## src/rtl/modbus_drive_regs.svh

```systemverilog
// register offsets, codes and field positions of the drive command decoder
// assumes: included by bare name from the decoder and testbench files
`ifndef MODBUS_DRIVE_REGS_SVH
`define MODBUS_DRIVE_REGS_SVH

// --------------------------------------------------------------------------
// function and exception codes
// --------------------------------------------------------------------------
`define FC_READ_HOLDING   8'h03
`define FC_WRITE_SINGLE   8'h06
`define FC_WRITE_MULTI    8'h10
`define EXC_NONE          8'h00
`define EXC_ILLEGAL_FUNC  8'h01
`define EXC_ILLEGAL_ADDR  8'h02

// --------------------------------------------------------------------------
// holding register offsets and reset values
// --------------------------------------------------------------------------
`define REG_LOGIC_CMD     16'h2000
`define REG_FREQ_CMD      16'h2001
`define RESET_WORD        16'h0000
`define START_SRC_SERIAL  4'h3

// --------------------------------------------------------------------------
// logic command word field positions
// --------------------------------------------------------------------------
`define BIT_STOP          0
`define BIT_START         1
`define BIT_JOG           2
`define BIT_CLR_FAULT     3
`define FLD_DIR_HI        5
`define FLD_DIR_LO        4
`define BIT_KEYPAD        6
`define BIT_MOP_INC       7
`define FLD_ACC_HI        9
`define FLD_ACC_LO        8
`define FLD_DEC_HI        11
`define FLD_DEC_LO        10
`define FLD_SRC_HI        14
`define FLD_SRC_LO        12
`define BIT_MOP_DEC       15
`define BIT_LOGIC_IN1     6
`define BIT_LOGIC_IN2     7
`define FLD_STEP_HI       10
`define FLD_STEP_LO       8
`define BIT_FIND_HOME     11
`define BIT_HOLD_STEP     12
`define BIT_POS_REDEF     13
`define BIT_SYNC_EN       14
`define BIT_TRAV_DIS      15
`define RATE_SEL_1        2'b01
`define RATE_SEL_2        2'b10
`define SRC_NO_CMD        3'b000

`endif

```

## src/rtl/modbus_drive_pkg.sv

```systemverilog
// types shared by the drive command decoder
// assumes: nothing beyond the register header
package modbus_drive_pkg;

    // ----------------------------------------------------------------------
    // enumerations
    // ----------------------------------------------------------------------
    typedef enum logic [1:0] {
        DIR_NONE = 2'b00,
        DIR_FWD  = 2'b01,
        DIR_REV  = 2'b10
    } dir_t;

    typedef enum logic {
        PH_CAPTURE = 1'b0,
        PH_RUN     = 1'b1
    } phase_t;

    // ----------------------------------------------------------------------
    // command groups
    // ----------------------------------------------------------------------
    typedef struct packed {
        logic stop;
        logic start;
        logic jog;
        logic clear_faults;
    } basic_cmd_t;

    typedef struct packed {
        logic       force_keypad;
        logic       mop_inc;      // one-cycle pulse
        logic       mop_dec;      // one-cycle pulse
        logic       accel_rate2;  // 0 = rate 1, 1 = rate 2
        logic       decel_rate2;
        logic [2:0] freq_source;
    } vel_cmd_t;

    typedef struct packed {
        logic       logic_in1;
        logic       logic_in2;
        logic [2:0] step;
        logic       find_home;
        logic       hold_step;
        logic       pos_redefine;
        logic       sync_enable;
        logic       traverse_disable;
    } pos_cmd_t;

    typedef struct packed {
        phase_t     phase;
        logic       layout_pos;
        logic [15:0] cmd_word;
        logic [15:0] freq;
        logic       rsp_valid;
        logic [7:0] rsp_exc;
        logic [15:0] rsp_data;
        basic_cmd_t basic;
        dir_t       dir;
        vel_cmd_t   vel;
        pos_cmd_t   pos;
    } state_t;

endpackage : modbus_drive_pkg

```

## src/rtl/modbus_drive_command_decoder.sv

```systemverilog
// drive command decoder: applies decoded register requests to drive controls
// assumes: a frame parser hands over one register per request, already
// checked for node address and crc; multi-register writes come as a run of
// requests with the same function code
`timescale 1ns/1ps
`include "modbus_drive_regs.svh"

module modbus_drive_command_decoder
    import modbus_drive_pkg::*;
#(
    parameter bit POSITION_CAPABLE = 1'b1
) (
    input  wire logic        sys_clk_i,
    input  wire logic        resetn_i,
    input  wire logic        req_valid_i,
    input  wire logic [7:0]  req_func_i,
    input  wire logic [15:0] req_addr_i,
    input  wire logic [15:0] req_data_i,
    input  wire logic [3:0]  primary_start_source_i,
    input  wire logic        command_layout_select_i,
    output logic             rsp_valid_o,
    output logic [7:0]       rsp_exception_o,
    output logic [15:0]      rsp_data_o,
    output logic             layout_position_o,
    output basic_cmd_t       basic_cmd_o,
    output dir_t             direction_o,
    output vel_cmd_t         vel_cmd_o,
    output pos_cmd_t         pos_cmd_o,
    output logic [15:0]      freq_command_o
);

    // ----------------------------------------------------------------------
    // request classification
    // ----------------------------------------------------------------------
    state_t q;
    state_t d;
    logic   take;
    logic   is_read;
    logic   is_write;
    logic   func_ok;
    logic   addr_ok;
    logic   wr_logic;
    logic   serial_src;
    logic   cmd_ok;

    // the address is compared as received; a one-based master must offset it
    assign take       = req_valid_i && (q.phase == PH_RUN);
    assign is_read    = (req_func_i == `FC_READ_HOLDING);
    assign is_write   = (req_func_i == `FC_WRITE_SINGLE) || (req_func_i == `FC_WRITE_MULTI);
    assign func_ok    = is_read || is_write;
    assign addr_ok    = (req_addr_i == `REG_LOGIC_CMD) || (req_addr_i == `REG_FREQ_CMD);
    assign wr_logic   = take && is_write && (req_addr_i == `REG_LOGIC_CMD);
    assign serial_src = (primary_start_source_i == `START_SRC_SERIAL);
    assign cmd_ok     = wr_logic && serial_src;

    // ----------------------------------------------------------------------
    // next state
    // ----------------------------------------------------------------------
    // mop steps are pulses so one write gives exactly one step
    always_comb begin
        d = q;
        d.rsp_valid   = 1'b0;
        d.vel.mop_inc = 1'b0;
        d.vel.mop_dec = 1'b0;
        case (q.phase)
            PH_CAPTURE: begin
                // layout taken once after reset; later changes wait
                d.layout_pos = command_layout_select_i & POSITION_CAPABLE;
                d.phase      = PH_RUN;
            end
            PH_RUN: begin
                if (req_valid_i) begin
                    d.rsp_valid = 1'b1;
                    d.rsp_exc   = `EXC_NONE;
                    d.rsp_data  = `RESET_WORD;
                    if (!func_ok) begin
                        d.rsp_exc = `EXC_ILLEGAL_FUNC;
                    end else if (!addr_ok) begin
                        d.rsp_exc = `EXC_ILLEGAL_ADDR;
                    end else if (is_read) begin
                        d.rsp_data = (req_addr_i == `REG_LOGIC_CMD) ? q.cmd_word : q.freq;
                    end else if (req_addr_i == `REG_FREQ_CMD) begin
                        d.freq = req_data_i;
                    end else if (serial_src) begin
                        // logic word from any other source is acked but dropped
                        d.cmd_word           = req_data_i;
                        d.basic.stop         = req_data_i[`BIT_STOP];
                        d.basic.start        = req_data_i[`BIT_START];
                        d.basic.jog          = req_data_i[`BIT_JOG];
                        d.basic.clear_faults = req_data_i[`BIT_CLR_FAULT];
                        case (req_data_i[`FLD_DIR_HI:`FLD_DIR_LO])
                            `RATE_SEL_1: d.dir = DIR_FWD;
                            `RATE_SEL_2: d.dir = DIR_REV;
                            default:     d.dir = q.dir;
                        endcase
                        if (!q.layout_pos) begin
                            d.vel.force_keypad = req_data_i[`BIT_KEYPAD];
                            d.vel.mop_inc      = req_data_i[`BIT_MOP_INC];
                            d.vel.mop_dec      = req_data_i[`BIT_MOP_DEC];
                            case (req_data_i[`FLD_ACC_HI:`FLD_ACC_LO])
                                `RATE_SEL_1: d.vel.accel_rate2 = 1'b0;
                                `RATE_SEL_2: d.vel.accel_rate2 = 1'b1;
                                default:     d.vel.accel_rate2 = q.vel.accel_rate2;
                            endcase
                            case (req_data_i[`FLD_DEC_HI:`FLD_DEC_LO])
                                `RATE_SEL_1: d.vel.decel_rate2 = 1'b0;
                                `RATE_SEL_2: d.vel.decel_rate2 = 1'b1;
                                default:     d.vel.decel_rate2 = q.vel.decel_rate2;
                            endcase
                            // a zero source code keeps the old pick
                            if (req_data_i[`FLD_SRC_HI:`FLD_SRC_LO] != `SRC_NO_CMD) begin
                                d.vel.freq_source = req_data_i[`FLD_SRC_HI:`FLD_SRC_LO];
                            end
                        end else begin
                            // step field is taken as a plain binary number
                            d.pos.logic_in1        = req_data_i[`BIT_LOGIC_IN1];
                            d.pos.logic_in2        = req_data_i[`BIT_LOGIC_IN2];
                            d.pos.step             = req_data_i[`FLD_STEP_HI:`FLD_STEP_LO];
                            d.pos.find_home        = req_data_i[`BIT_FIND_HOME];
                            d.pos.hold_step        = req_data_i[`BIT_HOLD_STEP];
                            d.pos.pos_redefine     = req_data_i[`BIT_POS_REDEF];
                            d.pos.sync_enable      = req_data_i[`BIT_SYNC_EN];
                            d.pos.traverse_disable = req_data_i[`BIT_TRAV_DIS];
                        end
                    end
                end
            end
            default: begin
                d.phase = PH_CAPTURE;
            end
        endcase
    end

    // ----------------------------------------------------------------------
    // state register
    // ----------------------------------------------------------------------
    // async reset loads constants only; the layout strap is caught after release
    always_ff @(posedge sys_clk_i or negedge resetn_i) begin
        if (!resetn_i) begin
            q <= '0;
        end else begin
            q <= d;
        end
    end

    // ----------------------------------------------------------------------
    // outputs, all straight from the state register
    // ----------------------------------------------------------------------
    assign rsp_valid_o       = q.rsp_valid;
    assign rsp_exception_o   = q.rsp_exc;
    assign rsp_data_o        = q.rsp_data;
    assign layout_position_o = q.layout_pos;
    assign basic_cmd_o       = q.basic;
    assign direction_o       = q.dir;
    assign vel_cmd_o         = q.vel;
    assign pos_cmd_o         = q.pos;
    assign freq_command_o    = q.freq;
endmodule : modbus_drive_command_decoder

```

## config.mk

```make
export PLATFORM = sky130hd
export DESIGN_NAME = modbus_drive_command_decoder
export DESIGN_NICKNAME = d
export VERILOG_FILES = /design/src/rtl/modbus_drive_pkg.sv /design/src/rtl/modbus_drive_command_decoder.sv
export VERILOG_INCLUDE_DIRS = /design/src /design/src/rtl
export SDC_FILE = /design/constraint.sdc
export NUM_CORES = 1
export LEC_CHECK = 0
export BUFFER_PORTS_ARGS = -buffer_cell sky130_fd_sc_hd__buf_2
export CORE_UTILIZATION = 50
export CTS_CLUSTER_SIZE = 16
export DETAILED_ROUTE_END_ITERATION = 7
export PLACE_DENSITY = 0.79
export SLEW_MARGIN = 0
export SYNTH_ARGS = -nofsm -noshare
export SYNTH_HDL_FRONTEND = slang
export SYNTH_SLANG_ARGS = --single-unit
```

## constraint.sdc

```tcl
create_clock -name sys_clk_i -period 3.1 [get_ports sys_clk_i]
set_clock_uncertainty 0.2 [all_clocks]
set_input_delay 0.62 -clock sys_clk_i [delete_from_list [all_inputs] [get_ports sys_clk_i]]
set_output_delay 0.62 -clock sys_clk_i [all_outputs]
set_load 0.005 [all_outputs]
```

== Word level (Yosys, flattened, before mapping) ==
Index checks and enable logic that the tools add are counted.

* Bits in registers: 83
* Latch bits: 0
* Memory bits (writable): 0
* Bits in read-only memories: 0
* Input bits: 48
* Output and inout port bits: 66
* Logic and storage cells: 74
* Memories kept: 0

* Add/sub/neg operators: 0
* Multipliers: 0
* Div/mod/pow operators: 0
* Order comparisons: 0
* Equal/unequal tests: 12
* Shift operators: 0
* Muxes and demuxes: 17
* Bitwise gates (word level): 3
* Reductions and logical operators: 16

{| class="wikitable"
|+ Operators with widths
! kind !! count
|-
| 49-bit 2-to-1 mux || 2
|-
| 40-bit 2-to-1 mux || 2
|-
| 24-bit 2-to-1 mux || 3
|-
| 16-bit by 14-bit == test with 1-bit output (second input constant) || 2
|-
| 16-bit 2-to-1 mux || 2
|-
| 9-bit AND reduction || 3
|-
| 8-bit AND reduction || 3
|-
| 8-bit 2-to-1 mux || 2
|-
| 10-bit 2-to-1 mux || 1
|-
| 8-bit by 2-bit == test with 1-bit output (second input constant) || 1
|-
| 8-bit by 3-bit == test with 1-bit output (second input constant) || 1
|-
| 8-bit by 5-bit == test with 1-bit output (second input constant) || 1
|-
| 7-bit AND reduction || 1
|-
| 2-bit by 1-bit == test with 1-bit output (second input constant) || 3
|-
| 2-bit == test (second input constant) || 3
|-
| 6-bit AND reduction || 1
|-
| 2-bit nonzero test || 3
|-
| 4-bit by 2-bit == test with 1-bit output (second input constant) || 1
|-
| 1-bit one-hot mux with 2 select lines || 2
|-
| 2-bit one-hot mux with 2 select lines || 1
|-
| 1-bit logical OR || 3
|-
| 3-bit 2-to-1 mux || 1
|-
| 1-bit NOT || 3
|-
| 3-bit nonzero test || 1
|-
| 2 further kinds || 2
|}

== Longest topological paths before layout ==
Gate-level depths: netlist (run 1).

* Depth in word-level cells: 10
* Mapped depth: 7
* Mapped depth without buffers: 6

== Least setup slack after synthesis (run 1) ==
Ideal clock, no wire load.

* Path kind: in2reg
* Start: input req_addr_i[0]
* End: register q (netlist bit pos_cmd_o[0])
* Library setup time: 0.125 ns
* Arrival time: 2.194 ns
* Data required time: 2.775 ns
* Path slack: 0.581 ns
* Cell stages on the path: 6
* Path buffers: 1
* Path through: buf_2 or2_1 a211oi_1 nand4_2 nor2_4 mux2_2

* Longest elaborated chain between the ends: 3
* Elaborated cells between the ends (all ways): 5
* Those cells by class: eq/ne: 2; bitwise: 1; reduce/logical: 2

{| class="wikitable"
|+ RTL lines
! item !! line !! RTL
|-
| from (decl) || modbus_drive_command_decoder.sv:17 || <nowiki>input wire logic [15:0] req_addr_i,</nowiki>
|-
| 16-bit by 14-bit == test with 1-bit output (no line) || -- ||
|-
| 1-bit logical OR or 1-bit NOT (tied branches) || -- ||
|-
| 8-bit AND reduction (no line) * || -- ||
|-
| to (signal assigned) || modbus_drive_command_decoder.sv:140 || <nowiki>q <= '0;</nowiki>
|-
| to (signal assigned) || modbus_drive_command_decoder.sv:142 || <nowiki>q <= d;</nowiki>
|-
| to (decl) || modbus_drive_command_decoder.sv:35 || <nowiki>state_t q;</nowiki>
|}

Every way passes the cells marked *; elsewhere a longest branch is shown, timed or not.
A chain may end at the register's enable or synchronous reset.

== Final worst setup path (run 1) ==
* Start: input req_func_i[2]
* End: register q (netlist bit freq_command_o[11])

* Longest elaborated chain between the ends: 4
* Elaborated cells between the ends (all ways): 7
* Those cells by class: eq/ne: 3; bitwise: 1; reduce/logical: 3

{| class="wikitable"
|+ RTL lines
! item !! line !! RTL
|-
| from (decl) || modbus_drive_command_decoder.sv:16 || <nowiki>input wire logic [7:0] req_func_i,</nowiki>
|-
| 8-bit by 3-bit == test with 1-bit output (no line) or 8-bit by 5-bit == test with 1-bit output (tied branches) || -- ||
|-
| 1-bit logical OR || modbus_drive_command_decoder.sv:49 || <nowiki>assign is_write = (req_func_i == `FC_WRITE_SINGLE) || (req_func_i == `FC_WRITE_MULTI);</nowiki>
|-
| 1-bit logical OR || modbus_drive_command_decoder.sv:50 || <nowiki>assign func_ok = is_read || is_write;</nowiki>
|-
| 6-bit AND reduction (no line) * || -- ||
|}

Marked as above.

==> run_results.csv, run 1 <==
group,metric,value,unit
critical_path,worstSetupPathType,"input pin to register",
final_layout,mostFrequentLayoutCells,"buf_2 (106), dfrtp_1 (73), mux2_2 (38)",
timing,fmax,426,MHz
floorplan,start_util,52.3,%
critical_path,path_delay_family,"simple AND/OR/NAND/NOR gates",
drt,drc,0,
floorplan,core_area,6870,µm²
synthesis,netlist_instances,306,
global_routing,grt_pass1_wl,11400,µm
final_layout,fillers,590,
cts,cts_hold_buf,0,
global_routing,antenna_found_initial,0,
final_layout,final_common_cell,"buf_2",
timing,rsz0062_at_grt,"no",
drt,drt.antenna.violating_nets,0,
power_and_ir_drop,total_power,0.00191,W
synthesis,ys_ff_latch,73,
power_and_ir_drop,peakVddDrop,0.000251,V
cts,cts_tree,"built",
timing,fin_crit_sh,75.7,%
synthesis,synth_top_family_by_area,"multiplexers",
critical_path,cp-start-kind,"input pin",
synthesis,synthFlopType,"dfrtp_1",
timing,fin_crit,2350,ps
timing,slew_viol_final,0,
cts,clock-sinks,73,
place,io_buffers,107,
cts,clockRootBuffer,"clkbuf_8",
place,hpwl,5020,µm
global_routing,grt_use_met3,4.57,%
drt,drt_pass1_iterations,4,
drt,via_per_inst,4.96,
floorplan,die_y,86.7,µm
floorplan,die_area,7520,µm²
final_layout,area_delta_synth_final,11.2,%
final_layout,antennaDiodeCount,0,
final_layout,post-route-util,58.1,%
critical_path,path_cells,"buf_2 -> nor4bb_1 -> and2_1 -> nand2b_1 -> nand4b_4 -> mux2_2",
drt,drt_iter0_drc,72,
cts,post_cts_buffers,0,
synthesis,synthXorXnorAreaFrac,0.244,%
drt,num_vias,2280,
power_and_ir_drop,p_per_area,478,nW/µm²
global_routing,use_met1,23.8,%
timing,setup-tns-final,0,ps
cts,cts_max_path_buffers,2,
cts,ctsHtreeMaxLevel,3,
synthesis,synth-compound-area-share,5.72,%
timing,worst_slew_pin_slew,923,ps
critical_path,r2r_setup_slack,1010,ps
synthesis,synthAdderAreaFrac,1.05,%
critical_path,cp_slowest_cell,"nand4b_4",
place,finalWeightedCongestion,0.773,
cts,insertion_delay,340,ps
final_layout,final_cells,460,
global_routing,grt_max_degree,74,
global_routing,grt.busiest_layer,"met2",
drt,wl_per_cell,15.2,µm
floorplan,row_count,30,
drt,routed_wl,7000,µm
cts,cts_buffers,9,
power_and_ir_drop,leakagePower,2.22,nW
critical_path,reg2regPathDepth,6,
synthesis,ys_warn_count,0,
floorplan,io_pins,114,
synthesis,synth_edf_count,0,
place,dp_cells,444,
critical_path,path_buf_inv,1,
synthesis,postSynthAreaPerCell,11.7,µm²
critical_path,r2r-end,"vel_cmd_o[7]",
critical_path,critPathLaunch,"req_func_i[2]",
run_status,status,"complete, no violations",
floorplan,die_w,86.7,µm
critical_path,crit_required,3130,ps
timing,finalSetupViolCount,0,
final_layout,nets,410,
job,drv_cap,0,
hold_path,hold_path_class,"input pin to async pin",
global_routing,grt-ovfl-total,0,
cts,clk_pin_slew_worst_paths,80,ps
synthesis,syn-cell-area,3590,µm²
critical_path,rr_startpoint,"q[82]",
global_routing,grt_pass1_vias,2353,
global_routing,grtUsageMet2,35.2,%
timing,hold_viol,0,
critical_path,cp.arrival,2370,ps
synthesis,yosys.area_share.simple,9.10,%
global_routing,groute.usage.overall,20.2,%
synthesis,synth_mux_area_share,17.3,%
critical_path,critPathMaxFanout,16,
critical_path,end_kind,"register",
synthesis,synth-async-reset-ratio,100,%
timing,holdWs,189,ps
final_layout,drive_gt1_share,47.3,%
timing,maxSlewHeadroom,38.5,%
critical_path,slowest_delay,380,ps
cts,postCtsResizedCells,0,
synthesis,yosysSeqAreaShare,50.9,%
synthesis,netlist-cell-type-count,39,
==> flip-flops by register name, indices dropped and copies added, names as in the netlist <==
signal	cells
rsp_exception_o	2
q	17
rsp_data_o	16
pos_cmd_o	10
direction_o	2
rsp_valid_o	1
freq_command_o	16
layout_position_o	1
vel_cmd_o	8
==> power breakdown <==
group	total, W	leakage (nW)	internal (W)	switching (W)
registers	0.000957	1.01	0.000954	0.00000207
logic	0.000102	1.10	0.0000388	0.0000630
clock network	0.000851	0.115	0.000495	0.000357
total	0.00191	2.22	0.00149	0.000422
==> metal layers <==
layer  routed length [µm]  vias to the layer above
met2                 3640                       64
li1                     -                     1078
met1                 2930                     1126
met3                  311                       12
met4                  120                        0
met5                    0                        -
==> layout make-up <==
cell class,count,area (µm²),share of cell area [%]
repair buffers,110,561,14.0
flip-flops and latches,73,1830,45.8
multi-input cells,157,1230,30.7
inverters,8,30.0,0.752
clock buffers,11,151,3.79
well taps,96,120,3.01
clock inverters,5,77.6,1.94
==> worst reg2reg max path, stage by stage (launching register included) <==
cell and delay (ps):
dfrtp_1 360, nand2_1 90, inv_1 130, and2_1 290, nand2_4 130, or3_1 440
mux2_1 340
==> worst max path at each step <==
| stage | to | slack, ps | cells after the start |
|---|---|---|---|
| 2_1_floorplan | pos_cmd_o[0] | 580 | 6 |
| 3_3_place_gp | freq_command_o[9] | 450 | 6 |
| 3_5_place_dp | freq_command_o[7] | 380 | 6 |
| 4_1_cts | freq_command_o[11] | 750 | 6 |
| 5_1_grt | freq_command_o[6] | 600 | 6 |
| 6_report | freq_command_o[11] | 750 | 6 |
==> cell usage after synthesis, drive strengths merged, types with 2 or more instances <==
cell    instances  area share, %
and2            4           0.70
buf            69             14
clkbuf          4           0.42
conb            2           0.21
dfrtp          73             51
ha              3            1.0
inv             8           0.84
mux2           41             13
mux2i          16            4.5
nand2          25            2.8
nand2b          2           0.35
nor2            5           0.73
nor4            6            1.0
o21ai          28            4.2
o41ai           3           0.73
or3             2           0.35
==> kinds of logic (layout without fill, tap and decap cells) <==
family                   count (synthesis)  after routing
AO/OA/AOI/OAI                           34             34
XOR/XNOR                                 1              1
adder cells (fa/ha/maj)                  3              3
buffers and inverters                   81            134
flip-flops                              73             73
multiplexers                            57             57
other                                    2              7
AND/OR/NAND/NOR                         55             55
==> stage by stage <==
step / setup slack, ps / area (µm²)
CTS: 753 / 3990
global placement: 453 / 3760
finish: 753 / 3990
detailed placement: 380 / 3760
floorplan: 581 / 3610
global route: 604 / 3990
(Power assumes the default switching activity.)
==> run 2, diff against run 1 <==
Settings changed: CORE_UTILIZATION 50 to 46, PLACE_DENSITY 0.79 to 0.76.
Clock period 3.1 ns to 2 ns, I/O delays scaled along.
==> run_results.csv, run 2 (synthesized netlist as in run 1, its figures left out) <==
group,metric,value,unit
drt,routed_wl,7450,µm
timing,rsz0062_at_grt,"no",
global_routing,grt_pass1_vias,2398,
timing,fmax,513,MHz
final_layout,nets,434,
final_layout,drive_gt1_share,53.1,%
global_routing,grt_max_degree,41,
critical_path,path_cells,"buf_2 -> or4b_4 -> o21ai_4 -> nand2_4 -> or4_4 -> o31ai_2",
drt,wl_per_cell,15.4,µm
place,dp_cells,465,
cts,ctsHtreeMaxLevel,3,
timing,hold_viol,0,
critical_path,cp_slowest_cell,"or4b_4",
final_layout,largest_reg_flops,17,
critical_path,cp-start-kind,"input pin",
critical_path,crit_required,2050,ps
timing,fin_crit_sh,97.5,%
drt,drt_pass1_iterations,4,
critical_path,critPathMaxFanout,8,
global_routing,grt-ovfl-total,0,
timing,fin_crit,1950,ps
drt,drt_iter0_drc,98,
global_routing,antenna_found_initial,0,
hold_path,hold_path_class,"input pin to register",
timing,finalSetupViolCount,0,
final_layout,post-route-cell-area,4290,µm²
global_routing,groute.usage.overall,19.1,%
final_layout,antennaDiodeCount,0,
floorplan,die_w,90.3,µm
cts,clockRootBuffer,"clkbuf_8",
cts,clock-sinks,73,
floorplan,die_area,8160,µm²
global_routing,grt_pass1_wl,12100,µm
drt,via_per_inst,4.90,
floorplan,row_count,31,
cts,cts_buffers,9,
cts,insertion_delay,340,ps
drt,drt.antenna.violating_nets,0,
power_and_ir_drop,total_power,0.00286,W
final_layout,regMostFlops,"q",
final_layout,mostFrequentLayoutCells,"buf_2 (106), dfrtp_1 (73), mux2_2 (36)",
job,drv_cap,0,
final_layout,area_delta_synth_final,19.5,%
timing,maxSlewHeadroom,65.5,%
power_and_ir_drop,p_per_area,667,nW/µm²
cts,cts_max_path_buffers,2,
floorplan,io_pins,114,
critical_path,end_kind,"register",
place,hpwl,5410,µm
timing,worst_slew_pin_slew,518,ps
critical_path,worstSetupPathType,"input pin to register",
run_status,status,"complete, no violations",
final_layout,final_common_cell,"buf_2",
cts,clk_pin_slew_worst_paths,70,ps
cts,cts_tree,"built",
drt,num_vias,2375,
critical_path,path_buf_inv,1,
place,io_buffers,107,
power_and_ir_drop,leakagePower,2.35,nW
place,finalWeightedCongestion,0.803,
floorplan,core_area,7410,µm²
critical_path,path_delay_family,"simple AND/OR/NAND/NOR gates",
final_layout,final_cells,485,
floorplan,die_y,90.3,µm
drt,drc,0,
critical_path,cp.arrival,2000,ps
timing,setup_slack,49.4,ps
floorplan,start_util,48.5,%
place,place_ws,-413,ps
timing,slew_viol_final,0,
critical_path,slowest_delay,540,ps
place,placed_area,3990,µm²
power_and_ir_drop,peakVddDrop,0.000381,V
[run 2: changes by cell type in the layout (fill, tap and decap cells not counted), sizes merged]
| cell | change |
|---|---|
| dlygate4sd3 | +1 |
| buf | +23 |
| clkinvlp | -1 |
| clkbuf | -1 |
[run 2: repair_timing]
| action | 4_1_cts | 5_1_grt |
|---|---|---|
| gates resized for setup | 2 | 5 |
| cloned | 0 | 0 |
| setup endpoints to repair | 21 | 19 |
| hold buffers | 1 | 0 |
| buffers inserted | 3 | 2 |
| endpoints found under the hold margin | 38 | 0 |
| pin swaps | 1 | 3 |
[run 2: through the flow]
| step | utilization (%) | hold WS (ps) | setup TNS (ps) |
|---|---|---|---|
| 2_1_floorplan | - | -95.6 | -5100 |
| 3_3_place_gp | 53.9 | 211 | -13440 |
| 3_5_place_dp | 53.9 | 215 | -15660 |
| 4_1_cts | 57.3 | 79.3 | 0 |
| 5_1_grt | 57.9 | 90.4 | 0 |
| 6_report | 57.9 | 86.4 | 0 |
[run 2: layout make-up]
| type | instances | area [µm²] |
|---|---|---|
| timing repair buffer | 134 | 785 |
| clock inverter | 4 | 70.1 |
| multi-input combinational | 157 | 1330 |
| inverter | 8 | 30.0 |
| fill | 636 | 3120 |
| tap | 99 | 124 |
| sequential | 73 | 1830 |
| clock buffer | 10 | 128 |
[run 2: worst paths after layout]
| kind | endpoint | depth (start not counted) | slack, ps | from |
|---|---|---|---|---|
| max in group asynchronous | q[74] | 3 | 690 | resetn_i |
| hold reg to reg | rsp_data_o[7] | 2 | 270 | rsp_data_o[7] |
| setup / recovery | direction_o[0] | 6 | 50 | req_func_i[1] |
| setup reg to reg | q[80] | 7 | 160 | q[82] |
| min in group asynchronous | pos_cmd_o[8] | 2 | 370 | resetn_i |
| hold / removal | layout_position_o | 2 | 90 | command_layout_select_i |
[run 2: layer usage]
| layer | global-route usage, % | share of wire [%] | vias to the layer above | wire length (µm) |
|---|---|---|---|---|
| met1 | 25.1 | 45 | 1171 | 3320 |
| met2 | 30.6 | 49 | 64 | 3670 |
| met4 | 8.60 | 2.0 | 0 | 149 |
| met5 | 0 | 0 | - | 0 |
| met3 | 3.79 | 4.1 | 11 | 304 |
| li1 | - | - | 1129 | - |
[run 2: power breakdown]
group / leakage [nW] / internal (W) / total, W / switching [W]
clock network: 0.102 / 0.000685 / 0.00119 / 0.000507
registers: 1.01 / 0.00148 / 0.00148 / 0.00000355
logic: 1.24 / 0.0000758 / 0.000185 / 0.000109
total: 2.35 / 0.00224 / 0.00286 / 0.000620
==> run 3, diff against run 2 <==
Settings changed: CORE_MARGIN set to 2.
==> run_results.csv, run 3 (synthesized netlist as in run 1, its figures left out) <==
group,metric,value,unit
run_status,status,"finished with violations",
floorplan,io_pins,114,
floorplan,die_y,92.3,µm
floorplan,start_util,46.9,%
final_layout,drive_gt1_share,52.8,%
global_routing,grt_max_degree,45,
final_layout,final_common_cell,"buf_2",
cts,cts_max_path_buffers,2,
drt,wl_per_cell,15.7,µm
timing,fin_crit_sh,100,%
timing,fin_crit,2000,ps
place,io_buffers,107,
final_layout,mostFrequentLayoutCells,"buf_2 (106), dfrtp_1 (73), mux2_2 (36)",
final_layout,post-route-cell-area,4320,µm²
cts,clockRootBuffer,"clkbuf_8",
critical_path,cp-start-kind,"input pin",
cts,insertion_delay,350,ps
cts,clock-sinks,73,
floorplan,row_count,32,
place,finalWeightedCongestion,0.807,
final_layout,antennaDiodeCount,0,
critical_path,critPathMostFrequentCell,"buf_4",
floorplan,die_w,92.3,µm
critical_path,cp_slowest_cell,"or4b_4",
final_layout,area_delta_synth_final,20.4,%
cts,cts_buffers,9,
timing,holdWs,90.3,ps
cts,post_cts_buffers,0,
cts,ctsHtreeMaxLevel,3,
final_layout,regMostFlops,"q",
floorplan,die_area,8530,µm²
timing,hold_viol,0,
critical_path,cp.arrival,2100,ps
final_layout,largest_reg_flops,17,
cts,clk_pin_slew_worst_paths,80,ps
place,placed_area,4040,µm²
floorplan,core_area,7650,µm²
final_layout,fillers,682,
global_routing,groute.usage.overall,19.2,%
global_routing,grt_pass1_wl,12600,µm
timing,setup_slack,-4.06,ps
drt,routed_wl,7670,µm
drt,drc,0,
power_and_ir_drop,leakagePower,2.39,nW
power_and_ir_drop,peakVddDrop,0.000355,V
global_routing,grt_pass1_vias,2544,
drt,drt_pass1_iterations,4,
run_status,violations,"setup timing",
drt,drt.antenna.violating_nets,0,
final_layout,nets,435,
drt,num_vias,2392,
timing,rsz0062_at_grt,"yes",
global_routing,grt-ovfl-total,0,
critical_path,slowest_delay,550,ps
place,place_ws,-330,ps
job,drv_cap,0,
critical_path,critPathMaxFanout,6,
critical_path,end_kind,"register",
hold_path,hold_path_class,"input pin to register",
critical_path,crit_required,2090,ps
critical_path,path_cells,"buf_2 -> or4b_4 -> o21ai_4 -> nand2_4 -> buf_4 -> nor3_1 -> buf_4 -> and2_1",
timing,fmax,499,MHz
timing,slew_viol_final,0,
cts,cts_tree,"built",
drt,drt_iter0_drc,143,
timing,finalSetupViolCount,2,
global_routing,antenna_found_initial,0,
critical_path,worstSetupPathType,"input pin to register",
power_and_ir_drop,p_per_area,708,nW/µm²
place,hpwl,5780,µm
drt,via_per_inst,4.88,
run 3: cell count changes in the layout (fill, tap and decap cells not counted), sizes merged:
cell	before	now
buf	133	134
bufinv	2	3
run 3: layout make-up:
type	instances	area, µm²	area share, %
clock buffer	10	138	3.18
clock inverter	5	104	2.40
inverter	8	30.0	0.695
multi-input combinational	157	1320	30.5
sequential	73	1830	42.3
tap	102	128	2.95
timing repair buffer	135	779	18.0
run 3: timing repair:
action,CTS,global route
endpoints found under the setup margin,0,25
endpoints found under the hold margin,29,0
gates resized for setup,0,4
hold buffers,1,0
run 3: final timing paths:
check	cells past startpoint	end	start	slack [ps]
setup / recovery	8	vel_cmd_o[5]	req_func_i[1]	-4
hold / removal	2	layout_position_o	command_layout_select_i	90
setup reg to reg	5	vel_cmd_o[0]	layout_position_o	70
hold reg to reg	2	rsp_data_o[5]	rsp_data_o[5]	280
max in group asynchronous	3	vel_cmd_o[1]	resetn_i	700
min in group asynchronous	2	vel_cmd_o[6]	resetn_i	320
run 3: critical path: cells and delay by family:
kind / cells / cell delay, ps
AO/OA/AOI/OAI: 1 / 120
buffers and inverters: 3 / 470
AND/OR/NAND/NOR: 4 / 1110
run 3: report_power, final:
group          switching (W)  internal (W)
Sequential        0.00000233       0.00148
Combinational       0.000111     0.0000781
Clock               0.000532      0.000856
Total               0.000646       0.00241
run 3: layer usage:
layer,up-vias,track usage (%),wire [µm]
li1,1132,-,-
met1,1187,23.3,3130
met2,60,33.2,4060
met3,13,3.91,333
met4,0,8.33,156
met5,-,0,0
run 3: stage by stage:
stage                     std cells  total power [W]  util [%]  setup TNS (ps)
after global placement          474          0.00169      52.9          -11650
after detailed placement        474          0.00170      52.9          -12930
after floorplan                 311          0.00158         -           -5100
after CTS                       490          0.00309      56.2               0
after global routing            490          0.00317      56.5           -50.1
final                           490          0.00306      56.5           -5.46
